<file path="src/hdl/cfo_params.svh">
// Timing and reset constants for the configuration output clock flow block
`ifndef CFO_PARAMS_SVH
`define CFO_PARAMS_SVH

// System clock period
`define CFO_CLK_PERIOD_NS      10
// Internal oscillator periods, default and slow setting
`define CFO_OSC_DEF_PERIOD_NS  40
`define CFO_OSC_SLOW_PERIOD_NS 160
// Half periods of the oscillator in system clock cycles, never below one
`define CFO_OSC_DEF_HALF  (((`CFO_OSC_DEF_PERIOD_NS / 2) / `CFO_CLK_PERIOD_NS) > 0 ? \
                           ((`CFO_OSC_DEF_PERIOD_NS / 2) / `CFO_CLK_PERIOD_NS) : 1)
`define CFO_OSC_SLOW_HALF (((`CFO_OSC_SLOW_PERIOD_NS / 2) / `CFO_CLK_PERIOD_NS) > 0 ? \
                           ((`CFO_OSC_SLOW_PERIOD_NS / 2) / `CFO_CLK_PERIOD_NS) : 1)
// Oscillator counter width
`define CFO_OSC_CNT_W     4
// Extra clock output cycles after chip enable rises
`define CFO_TRAIL_CYCLES  8
`define CFO_TRAIL_CNT_W   4
// Reset value of pin synchronisers {extClk, busy, chipEnableN, outputEnableResetN}
`define CFO_PIN_RST       4'h2
// Bit positions in the pin synchroniser vector
`define CFO_PIN_OE        0
`define CFO_PIN_CE        1
`define CFO_PIN_BUSY      2
`define CFO_PIN_EXT       3

`endif

</file>
<file path="src/hdl/cfo_pkg.sv">
// Types shared by the configuration output clock flow block
package cfo_pkg;

    // Output sequencer states
    typedef enum logic [1:0] {
        ST_IDLE,
        ST_RUN,
        ST_TRAIL,
        ST_DONE
    } cfo_state_t;

endpackage : cfo_pkg

</file>
<file path="src/hdl/cfo_clock_flow.sv">
// Configuration memory output stage: clock output, cascade, stall and decompression
`timescale 1ns/100ps
`include "cfo_params.svh"

module cfo_clock_flow #(
    parameter int DATA_W = 8,
    parameter int DEPTH  = 16,
    parameter int ADDR_W = $clog2(DEPTH)
) (
    // Clock and reset
    input  wire logic              clk,
    input  wire logic              rstn,
    // Configuration pins from the board
    input  wire logic              extClk,
    input  wire logic              chipEnableN,
    input  wire logic              outputEnableResetN,
    input  wire logic              busy,
    // Options fixed when the memory is programmed
    input  wire logic              cfgClkOutEn,
    input  wire logic              cfgUseOsc,
    input  wire logic              cfgOscSlow,
    input  wire logic              cfgDecompEn,
    // Programming write port into the store
    input  wire logic              progWe,
    input  wire logic [ADDR_W-1:0] progAddr,
    input  wire logic [DATA_W:0]   progData,
    // Configuration interface outputs
    output logic                   sourceSyncClockOut,
    output logic                   sourceSyncClockOutOe,
    output logic [DATA_W-1:0]      dataOut,
    output logic                   dataOe,
    output logic                   cascadeEnableOutN,
    output logic                   terminalCount
);

    localparam logic [ADDR_W-1:0] LAST_ADDR = ADDR_W'(DEPTH - 1);
    localparam logic [`CFO_OSC_CNT_W-1:0] OSC_DEF_HALF  = `CFO_OSC_CNT_W'(`CFO_OSC_DEF_HALF);
    localparam logic [`CFO_OSC_CNT_W-1:0] OSC_SLOW_HALF = `CFO_OSC_CNT_W'(`CFO_OSC_SLOW_HALF);
    localparam logic [`CFO_TRAIL_CNT_W-1:0] TRAIL_DONE =
        `CFO_TRAIL_CNT_W'(`CFO_TRAIL_CYCLES);

    cfo_pkg::cfo_state_t state;
    cfo_pkg::cfo_state_t next_state;

    logic [DATA_W:0]              mem [DEPTH];
    logic [3:0]                   pinMeta;
    logic [3:0]                   pinSync;
    logic                         oeSync;
    logic                         ceSync;
    logic                         busyEff;
    logic [`CFO_OSC_CNT_W-1:0]    oscCnt;
    logic [`CFO_OSC_CNT_W-1:0]    oscHalf;
    logic                         oscLevel;
    logic                         srcLevel;
    logic                         srcPrev;
    logic                         riseTick;
    logic                         fallTick;
    logic [ADDR_W-1:0]            addr;
    logic                         wordValid;
    logic                         memEnd;
    logic                         phase;
    logic                         cycleLive;
    logic [`CFO_TRAIL_CNT_W-1:0]  trailCnt;
    logic                         advance;
    logic                         liveSlot;
    logic                         take;
    logic                         finishNow;
    logic                         decInValid;
    logic                         decInReady;
    logic                         decOutValid;
    logic [DATA_W-1:0]            decOutData;
    logic                         decOutReady;
    logic                         decIdle;

    // Programming writes into the store
    always_ff @(posedge clk) begin
        if (progWe) begin
            mem[progAddr] <= progData;
        end
    end

    // Two-stage synchronisers for every pin; only the second stage is read
    always_ff @(posedge clk or negedge rstn) begin
        if (!rstn) begin
            pinMeta <= `CFO_PIN_RST;
            pinSync <= `CFO_PIN_RST;
        end else begin
            pinMeta <= {extClk, busy, chipEnableN, outputEnableResetN};
            pinSync <= pinMeta;
        end
    end

    assign oeSync  = pinSync[`CFO_PIN_OE];
    assign ceSync  = pinSync[`CFO_PIN_CE];
    assign busyEff = pinSync[`CFO_PIN_BUSY] && !cfgDecompEn;

    // Internal oscillator, default or slow half period
    assign oscHalf = cfgOscSlow ? OSC_SLOW_HALF : OSC_DEF_HALF;
    always_ff @(posedge clk or negedge rstn) begin
        if (!rstn) begin
            oscCnt   <= '0;
            oscLevel <= 1'b0;
        end else if (oscCnt >= oscHalf - 1'b1) begin
            oscCnt   <= '0;
            oscLevel <= !oscLevel;
        end else begin
            oscCnt   <= oscCnt + 1'b1;
        end
    end

    // Clock source select and edge detection
    assign srcLevel = cfgUseOsc ? oscLevel : pinSync[`CFO_PIN_EXT];
    always_ff @(posedge clk or negedge rstn) begin
        if (!rstn) begin
            srcPrev <= 1'b0;
        end else begin
            srcPrev <= srcLevel;
        end
    end
    assign riseTick = srcLevel && !srcPrev;
    assign fallTick = !srcLevel && srcPrev;

    // Words change on the falling source edge so they settle before the rise
    assign advance  = fallTick && (!wordValid || !busyEff);
    // Decompressed clock only uses every second source cycle
    assign liveSlot = fallTick && !phase;
    assign take     = liveSlot && decOutValid;
    assign finishNow = cfgDecompEn ? (liveSlot && terminalCount && !decOutValid)
                                   : (advance && terminalCount);

    // Expander fed straight from the store
    assign decInValid  = (state == cfo_pkg::ST_RUN) && cfgDecompEn && !memEnd;
    assign decOutReady = (state == cfo_pkg::ST_RUN) && cfgDecompEn && take;

    cfo_expander #(
        .DATA_W   (DATA_W)
    ) u_expander (
        .clk      (clk),
        .rstn     (rstn),
        .clr      (state != cfo_pkg::ST_RUN),
        .inValid  (decInValid),
        .inData   (mem[addr]),
        .inReady  (decInReady),
        .outValid (decOutValid),
        .outData  (decOutData),
        .outReady (decOutReady),
        .idle     (decIdle)
    );

    // Sequencer next state
    always_comb begin
        next_state = state;
        case (state)
            cfo_pkg::ST_IDLE: begin
                if (oeSync && !ceSync) begin
                    next_state = cfo_pkg::ST_RUN;
                end
            end
            cfo_pkg::ST_RUN: begin
                if (!oeSync) begin
                    next_state = cfo_pkg::ST_IDLE;
                end else if (ceSync) begin
                    next_state = terminalCount ? cfo_pkg::ST_IDLE : cfo_pkg::ST_TRAIL;
                end else if (finishNow) begin
                    next_state = cfo_pkg::ST_DONE;
                end
            end
            cfo_pkg::ST_TRAIL: begin
                if (!oeSync) begin
                    next_state = cfo_pkg::ST_IDLE;
                end else if (fallTick && (trailCnt == TRAIL_DONE)) begin
                    // Leave on the fall after the last rise, so that rise reaches the pin
                    next_state = cfo_pkg::ST_IDLE;
                end
            end
            default: begin
                if (!oeSync || ceSync) begin
                    next_state = cfo_pkg::ST_IDLE;
                end
            end
        endcase
    end

    // Sequencer state
    always_ff @(posedge clk or negedge rstn) begin
        if (!rstn) begin
            state <= cfo_pkg::ST_IDLE;
        end else begin
            state <= next_state;
        end
    end

    // Trailing cycle counter, counts clock rises after chip enable goes high
    always_ff @(posedge clk or negedge rstn) begin
        if (!rstn) begin
            trailCnt <= '0;
        end else if (state != cfo_pkg::ST_TRAIL) begin
            trailCnt <= '0;
        end else if (riseTick) begin
            trailCnt <= trailCnt + 1'b1;
        end
    end

    // Address counter and word presentation
    always_ff @(posedge clk or negedge rstn) begin
        if (!rstn) begin
            addr          <= '0;
            dataOut       <= '0;
            wordValid     <= 1'b0;
            terminalCount <= 1'b0;
            memEnd        <= 1'b0;
            phase         <= 1'b0;
        end else if (state == cfo_pkg::ST_IDLE) begin
            addr          <= '0;
            wordValid     <= 1'b0;
            terminalCount <= 1'b0;
            memEnd        <= 1'b0;
            phase         <= 1'b0;
        end else if ((state == cfo_pkg::ST_RUN) && !cfgDecompEn) begin
            // Busy holds both address and word; clock output is not touched
            if (advance && !terminalCount) begin
                dataOut   <= mem[addr][DATA_W-1:0];
                wordValid <= 1'b1;
                if (addr == LAST_ADDR) begin
                    terminalCount <= 1'b1;
                end else begin
                    addr <= addr + 1'b1;
                end
            end
        end else if ((state == cfo_pkg::ST_RUN) && cfgDecompEn) begin
            if (fallTick) begin
                phase <= !phase;
            end
            if (take) begin
                dataOut   <= decOutData;
                wordValid <= 1'b1;
            end
            // Store is read ahead while the expander has a free slot, so reads are paced by words taken on the output clock
            if (decInValid && decInReady) begin
                if (addr == LAST_ADDR) begin
                    memEnd <= 1'b1;
                end else begin
                    addr <= addr + 1'b1;
                end
            end
            if (memEnd && decIdle) begin
                terminalCount <= 1'b1;
            end
        end
    end

    // Clock output gating and pin enables
    always_ff @(posedge clk or negedge rstn) begin
        if (!rstn) begin
            cycleLive            <= 1'b0;
            sourceSyncClockOutOe <= 1'b0;
            dataOe               <= 1'b0;
        end else if ((next_state == cfo_pkg::ST_IDLE) || (next_state == cfo_pkg::ST_DONE)) begin
            // Leaving is immediate, no trailing cycles
            cycleLive            <= 1'b0;
            sourceSyncClockOutOe <= 1'b0;
            dataOe               <= 1'b0;
        end else if (next_state == cfo_pkg::ST_TRAIL) begin
            // Trailing clocks only; data floats once chip enable is high
            dataOe               <= 1'b0;
        end else if ((state == cfo_pkg::ST_RUN) && !cfgDecompEn) begin
            if (advance && !terminalCount) begin
                cycleLive            <= 1'b1;
                sourceSyncClockOutOe <= cfgClkOutEn;
                dataOe               <= 1'b1;
            end
        end else if ((state == cfo_pkg::ST_RUN) && cfgDecompEn) begin
            if (take) begin
                cycleLive            <= 1'b1;
                sourceSyncClockOutOe <= cfgClkOutEn;
                dataOe               <= 1'b1;
            end else if (liveSlot) begin
                cycleLive            <= 1'b0;
                sourceSyncClockOutOe <= 1'b0;
            end else if (fallTick) begin
                cycleLive            <= 1'b0;
            end
        end
    end

    // Clock output follows the source while the cycle is live
    always_ff @(posedge clk or negedge rstn) begin
        if (!rstn) begin
            sourceSyncClockOut <= 1'b0;
        end else begin
            sourceSyncClockOut <= srcLevel && cycleLive;
        end
    end

    // Cascade enable goes low only once this memory is done
    always_ff @(posedge clk or negedge rstn) begin
        if (!rstn) begin
            cascadeEnableOutN <= 1'b1;
        end else begin
            cascadeEnableOutN <= (next_state != cfo_pkg::ST_DONE);
        end
    end
endmodule : cfo_clock_flow

</file>
<file path="src/hdl/cfo_expander.sv">
// Run-length expander that turns stored tokens into configuration words
`timescale 1ns/100ps

module cfo_expander #(
    parameter int DATA_W = 8
) (
    // Clock and reset
    input  wire logic              clk,
    input  wire logic              rstn,
    input  wire logic              clr,
    // Stored token stream: top bit set means repeat previous word
    input  wire logic              inValid,
    input  wire logic [DATA_W:0]   inData,
    output logic                   inReady,
    // Expanded words
    output logic                   outValid,
    output logic [DATA_W-1:0]      outData,
    input  wire logic              outReady,
    output logic                   idle
);

    logic [DATA_W-1:0] lastData;
    logic [DATA_W-1:0] repCount;
    logic              slotFree;

    // A slot is free when the output word is empty or being taken now
    assign slotFree = !outValid || outReady;
    // Tokens are only taken once pending repeats are spent, so order is kept
    assign inReady  = slotFree && (repCount == '0) && !clr;
    assign idle     = !outValid && (repCount == '0);

    // Expansion of literals and repeat tokens
    always_ff @(posedge clk or negedge rstn) begin
        if (!rstn) begin
            outValid <= 1'b0;
            outData  <= '0;
            lastData <= '0;
            repCount <= '0;
        end else if (clr) begin
            outValid <= 1'b0;
            repCount <= '0;
        end else if (slotFree && (repCount != '0)) begin
            outData  <= lastData;
            outValid <= 1'b1;
            repCount <= repCount - 1'b1;
        end else if (inValid && inReady) begin
            if (inData[DATA_W]) begin
                repCount <= inData[DATA_W-1:0];
                outValid <= 1'b0;
            end else begin
                outData  <= inData[DATA_W-1:0];
                lastData <= inData[DATA_W-1:0];
                outValid <= 1'b1;
            end
        end else if (outReady) begin
            outValid <= 1'b0;
        end
    end

endmodule : cfo_expander

</file>
<file path="config.mk">
export PLATFORM = sky130hd
export DESIGN_NAME = cfo_clock_flow
export DESIGN_NICKNAME = d
export VERILOG_FILES = /design/src/hdl/cfo_pkg.sv /design/src/hdl/cfo_clock_flow.sv /design/src/hdl/cfo_expander.sv
export VERILOG_INCLUDE_DIRS = /design/src /design/src/hdl
export SDC_FILE = /design/constraint.sdc
export NUM_CORES = 1
export LEC_CHECK = 0
export BUFFER_PORTS_ARGS = -buffer_cell sky130_fd_sc_hd__buf_2
export CAP_MARGIN = 5
export CELL_PAD_IN_SITES_DETAIL_PLACEMENT = 0
export CELL_PAD_IN_SITES_GLOBAL_PLACEMENT = 1
export CORE_ASPECT_RATIO = 1.4
export CORE_MARGIN = 2
export CORE_UTILIZATION = 40
export CTS_CLUSTER_DIAMETER = 100
export CTS_CLUSTER_SIZE = 14
export DETAILED_ROUTE_END_ITERATION = 8
export HOLD_SLACK_MARGIN = 0.02
export PLACE_DENSITY_LB_ADDON = 0.3
export SLEW_MARGIN = 10
export SYNTH_ARGS = -nofsm -noshare
export SYNTH_HDL_FRONTEND = slang
export SYNTH_SLANG_ARGS = --single-unit
</file>
<file path="constraint.sdc">
create_clock -name clk -period 2.7 [get_ports clk]
set_input_delay 0.54 -clock clk [delete_from_list [all_inputs] [get_ports clk]]
set_output_delay 0.54 -clock clk [all_outputs]
set_load 0.01 [all_outputs]
</file>
Word level (Yosys, flattened, before mapping)
Memories as Yosys holds them, arrays and structs flattened. Cells that the tools add are included.

Register bits after elaboration: 66. RAM bits: 144. Input port bits: 24. Output and inout bits: 13. Logic and storage cells: 200. Memories: 1.

Memory list: mem (words 16, bits a word 9, read ports 1, clocked after Yosys merged registers in 0, write ports 1, RTL line cfo_clock_flow.sv:45) `logic [DATA_W:0] mem [DEPTH];`.

Add/subtract/negate cells: 5. Magnitude comparators: 1. Eq/ne operators: 17. Mux-type cells: 74. Bitwise logic cells: 4. Reductions and logical operators: 76.

Operator list (count): two-way mux 8 bit (11); two-way mux 1 bit (44); two-way mux 4 bit (10); AND reduction 4 bit (6); logical AND 1 bit (23); nonzero test 3 bit (7); two-way mux 2 bit (8); nonzero test 2 bit (8); nonzero test 4 bit (4); AND reduction 3 bit (5); zero test 1 bit (13); adder 4 x 1 -> 4 bit (second input constant) (3); inequality test 2 bit (second input constant) (5); == test 4 bit (second input constant) (2); zero test 8 bit (1); nonzero test 8 bit (1); subtractor 8 x 1 -> 8 bit (second input constant) (1); == test 2 bit (second input constant) (3); inequality test 3 x 2 -> 1 bit (second input constant) (2); one-hot mux 2 bit (3 select lines) (1); nonzero test 5 bit (1); greater-or-equal comparator 4 bit (1); zero test 2 bit (2); logical OR 1 bit (4); other kinds (7) (11).

Depth between registers and ports, before layout
Word-level depth: 15. Gate-level depth with buffers: 11. Gate-level depth less buffers: 10.

Hierarchy
From an unflattened synthesis, not the netlist that was laid out.

Cells, all modules: 575. Area total of the unflattened synthesis: 8964.8 um^2.

By module, submodules not included: cfo_clock_flow (times used 1, cells an instance 446, area an instance 7606.0 um^2); cfo_expander (times used 1, cells an instance 129, area an instance 1358.8 um^2).

Worst setup path after synthesis
No wires, ideal clock.

Path type: register -> register. From: register addr[1]. To: register u_expander.outData[7]. Data arrival time: 2530 ps. Required time: 2576 ps. Setup slack: 46 ps. Stages on the path, launching flop included: 9. Buffers on the path: 3. Clock period less this slack: 2654 ps. Cell sequence: dfrtp_1 buf_6 mux4_1 mux4_2 or4_1 buf_2 buf_6 and3_4 a211o_1.

Word-level cells in the longest chain between the ends: 4.

Ends and longest elaborated chain: start: declaration (RTL line cfo_clock_flow.sv:58) `logic [ADDR_W-1:0] addr;`; start signal: assignment (RTL line cfo_clock_flow.sv:227) `addr <= addr + 1'b1;`; start signal: assignment (RTL line cfo_clock_flow.sv:243) `addr <= addr + 1'b1;`; memory (16 x 9 bit) (*); two-way mux 8 bit (RTL line cfo_expander.sv:47) `if (inData[DATA_W]) begin`; two-way mux 8 bit (RTL line cfo_expander.sv:46) `end else if (inValid && inReady) begin`; two-way mux 8 bit (RTL line cfo_expander.sv:42) `end else if (slotFree && (repCount != '0)) begin`; end signal: assignment (RTL line cfo_expander.sv:43) `outData <= lastData;`; end signal: assignment (RTL line cfo_expander.sv:51) `outData <= inData[DATA_W-1:0];`; end: declaration (RTL line cfo_expander.sv:17) `output logic [DATA_W-1:0] outData,`.

Every way passes the cells marked *; elsewhere a longest branch is shown, timed or not. The select of a mux whose other input is x is not followed. A chain may end at the register's enable or synchronous reset.

Worst setup path in the final report
From: register addr[1]. To: register u_expander.outData[5].

The elaborated chain is that of the path after synthesis.

==> impl_metrics.tcl <==
set metrics [dict create \
    vias 5239 \
    syn-num-nets 621 \
    start_kind "register" \
    grt_pass1_vias 5365 \
    crit_chain "mux4_2, mux4_2, or4_4, buf_6, buf_4, a21oi_1, a211o_1" \
    p_int_mw 5.96 \
    max_freq_mhz 381 \
    start_util 0.405 \
    worst_pin_slew_ns 0.503 \
    hold_ws_ns 0.150 \
    hold_class "input pin to register" \
    setup_viol 0 \
    syn_inst 587 \
    chipWidth_um 130 \
    max_stage_delay_ns 0.53 \
    nets 694 \
    portBuffers 36 \
    yosysSeqAreaShare 0.678 \
    dp_hpwl_um 13200 \
    via_per_inst 5.41 \
    dieArea_um2 23300 \
    vdd_drop_max_uv 405 \
    final.min_clock_period_ns 2.63 \
    synth_edf_count 144 \
    worstSetupPathType "register to register" \
    cp.buffers_inverters 2 \
    ys_async_sr_fraction 0.314 \
    core_area_um2 21800 \
    syn-cell-area_um2 8820 \
    synth_commonest_cells "144 x edfxtp_1, 63 x dfrtp_1, 49 x nor2_1" \
    place_congestion 0.792 \
    cp_slowest_cell "mux4_2" \
    clock-sinks 210 \
    wl_met3_um 620 \
    cts_buffers 18 \
    grtUsageTotal 0.167 \
    crit_path_frequent_cell "mux4_2" \
    rsz0062_at_grt "false" \
    rows 64 \
    die_y_um 180 \
    yosys_warnings 0 \
    cp.arrival_ns 3.05 \
    areaGrowthSynthToFinish_pct 15.0 \
    postRouteAntennaNets 0 \
    synth_cell_types 58 \
    clock_tree.buffer_depth 3 \
    topRoutingLayerUsed "met4" \
    drtPass1Iterations 4 \
    synth_top_cell_area_share 0.490 \
    drc 0 \
    finalCritPeriodShare 0.973 \
    combPwrFrac 0.241 \
    powerDensity_nw_per_um2 822 \
    swShare 0.286 \
    routedWlPerCell_um 19.3 \
    cts_tree "yes" \
    cp_max_fo 14 \
    diodes 0 \
    finalWirelength_um 18700 \
    final_cells 968 \
    p_sw_mw 2.38 \
    p_leak_nw 3.82 \
    relSlewSlack 0.661 \
    fin_worst_skew_ns 0.00851 \
    seq_power_share 0.474 \
    htreeDepth 1 \
    yosysTopAreaCell "edfxtp_1" \
    status "completed" \
    ys_ff_latch 210 \
    slew_violations 0 \
    ff2ff_setup_slack_ns 0.07 \
    grt_max_degree 41 \
    cp_data_required_time_ns 3.12 \
    wl_met1_um 7580 \
    dr.first_iter.drc_count 425 \
    synth_ff_type "edfxtp_1" \
    grt_pass1_wl_um 30200 \
    clk_pin_slew_ns 0.07 \
    ioPinCount 37 \
    avgSynthCellArea_um2 15.0 \
    placed_cells 935 \
    met2_length_um 10000 \
    antenna_found_initial 0 \
    endpoint_kind "register" \
    power_frac_clock 0.286 \
    maxCapViolations 0 \
    yosys-top-cells-area "edfxtp_1 49%, dfrtp_1 18%, mux4_2 5.6%" \
    critPathTopFamily "multiplexers" \
    hold_violations 0 \
    yosys.cell_count.top_type "edfxtp_1" \
    overflow 0 \
    root_buffer "clkbuf_16" \
    insertion_delay_ns 0.48 \
    drive_above_1_share 0.215 \
]
final timing paths:
kind	startpoint	to	cells past startpoint
max	addr[1]$_DFFE_PN0P_	u_expander.outData[5]$_DFFE_PN0P_	7
max in group asynchronous	rstn	dataOut[7]$_DFFE_PN0P_	3
max reg2reg	addr[1]$_DFFE_PN0P_	u_expander.outData[5]$_DFFE_PN0P_	7
min reg2reg	pinMeta[2]$_DFF_PN0_	pinSync[2]$_DFF_PN0_	0
min in group asynchronous	rstn	addr[3]$_DFFE_PN0P_	2
min	chipEnableN	pinMeta[1]$_DFF_PN1_	1
metal layers:
metal	vias up	GRT usage
met5	-	0
li1	2435	-
met3	35	0.0205
met4	0	0.0546
met1	2672	0.207
met2	97	0.299
worst reg2reg max path, cell delays in order (launching register included):
cell and delay, ns:
dfrtp_2 0.45, mux4_2 0.53, mux4_2 0.52, or4_4 0.44, buf_6 0.17, buf_4 0.16
a21oi_1 0.18, a211o_1 0.13
power by group through the flow:
stage                     clock network (mW)  logic (mW)  registers [mW]
after floorplan                            0        1.34            3.96
after global placement                     0        1.95            4.00
after detailed placement                   0        2.00            4.02
after CTS                               2.46        2.01            3.95
after global routing                    2.58        2.23            3.99
final                                   2.38        2.01            3.95
sequential cells by signal, summed over array words and instances (netlist names), 2 cells and up:
signal               flops
oscCnt                   4
state                    2
u_expander.repCount      8
pinSync                  4
dataOut                  8
u_expander.outData       8
pinMeta                  4
mem                    144
trailCnt                 4
addr                     4
u_expander.lastData      8
cells by family after synthesis:
kind of cell,Yosys count,share of synthesized area
AND/OR/NAND/NOR,132,0.0739
AO/OA/AOI/OAI,116,0.0943
buffers and inverters,47,0.0226
adder cells (fa/ha/maj),10,0.0142
multiplexers,67,0.112
flip-flops,210,0.678
XOR/XNOR,5,0.00497
placed cells by master, fill, tap and decap left out, types with 9 or more instances in the layout:
cell	n
o21ai_0	16
dfrtp_1	61
a221oi_1	15
a211o_1	9
buf_2	36
edfxtp_1	144
nand2_1	23
clkbuf_1	12
a21o_1	11
mux2i_1	34
a21oi_1	16
ha_1	10
nor2_1	49
buf_4	40
a31oi_1	10
mux4_2	24
clkbuf_16	19
inv_1	19
nor3_1	10
mux2_2	9
layout make-up:
class / count / area [µm²]
Inverter: 20 / 75.1
Sequential cell: 210 / 5980
Tap cell: 297 / 372
Fill cell: 1932 / 11600
Multi-Input combinational cell: 330 / 2650
Timing Repair Buffer: 80 / 542
Clock buffer: 31 / 520
metrics by stage:
step / total power [mW] / setup TNS (ns) / setup slack [ns] / instance area (µm²) / utilization
after floorplan: 5.30 / 0 / 0.0463 / 8820 / -
after global placement: 5.95 / -0.190 / -0.0364 / 9600 / 0.441
after detailed placement: 6.01 / -0.824 / -0.101 / 9600 / 0.441
after CTS: 8.42 / 0 / 0.0249 / 10100 / 0.465
after global routing: 8.80 / 0 / 0.00426 / 10100 / 0.466
final: 8.34 / 0 / 0.0736 / 10100 / 0.466
timing repair:
action / 4_1_cts / 5_1_grt
setup buffers: 1 / 0
resized for setup: 3 / 4
setup endpoints to repair: 15 / 11
hold endpoints to repair: 15 / 0
hold buffers: 1 / 0
Power figures use the tool's default switching activity.
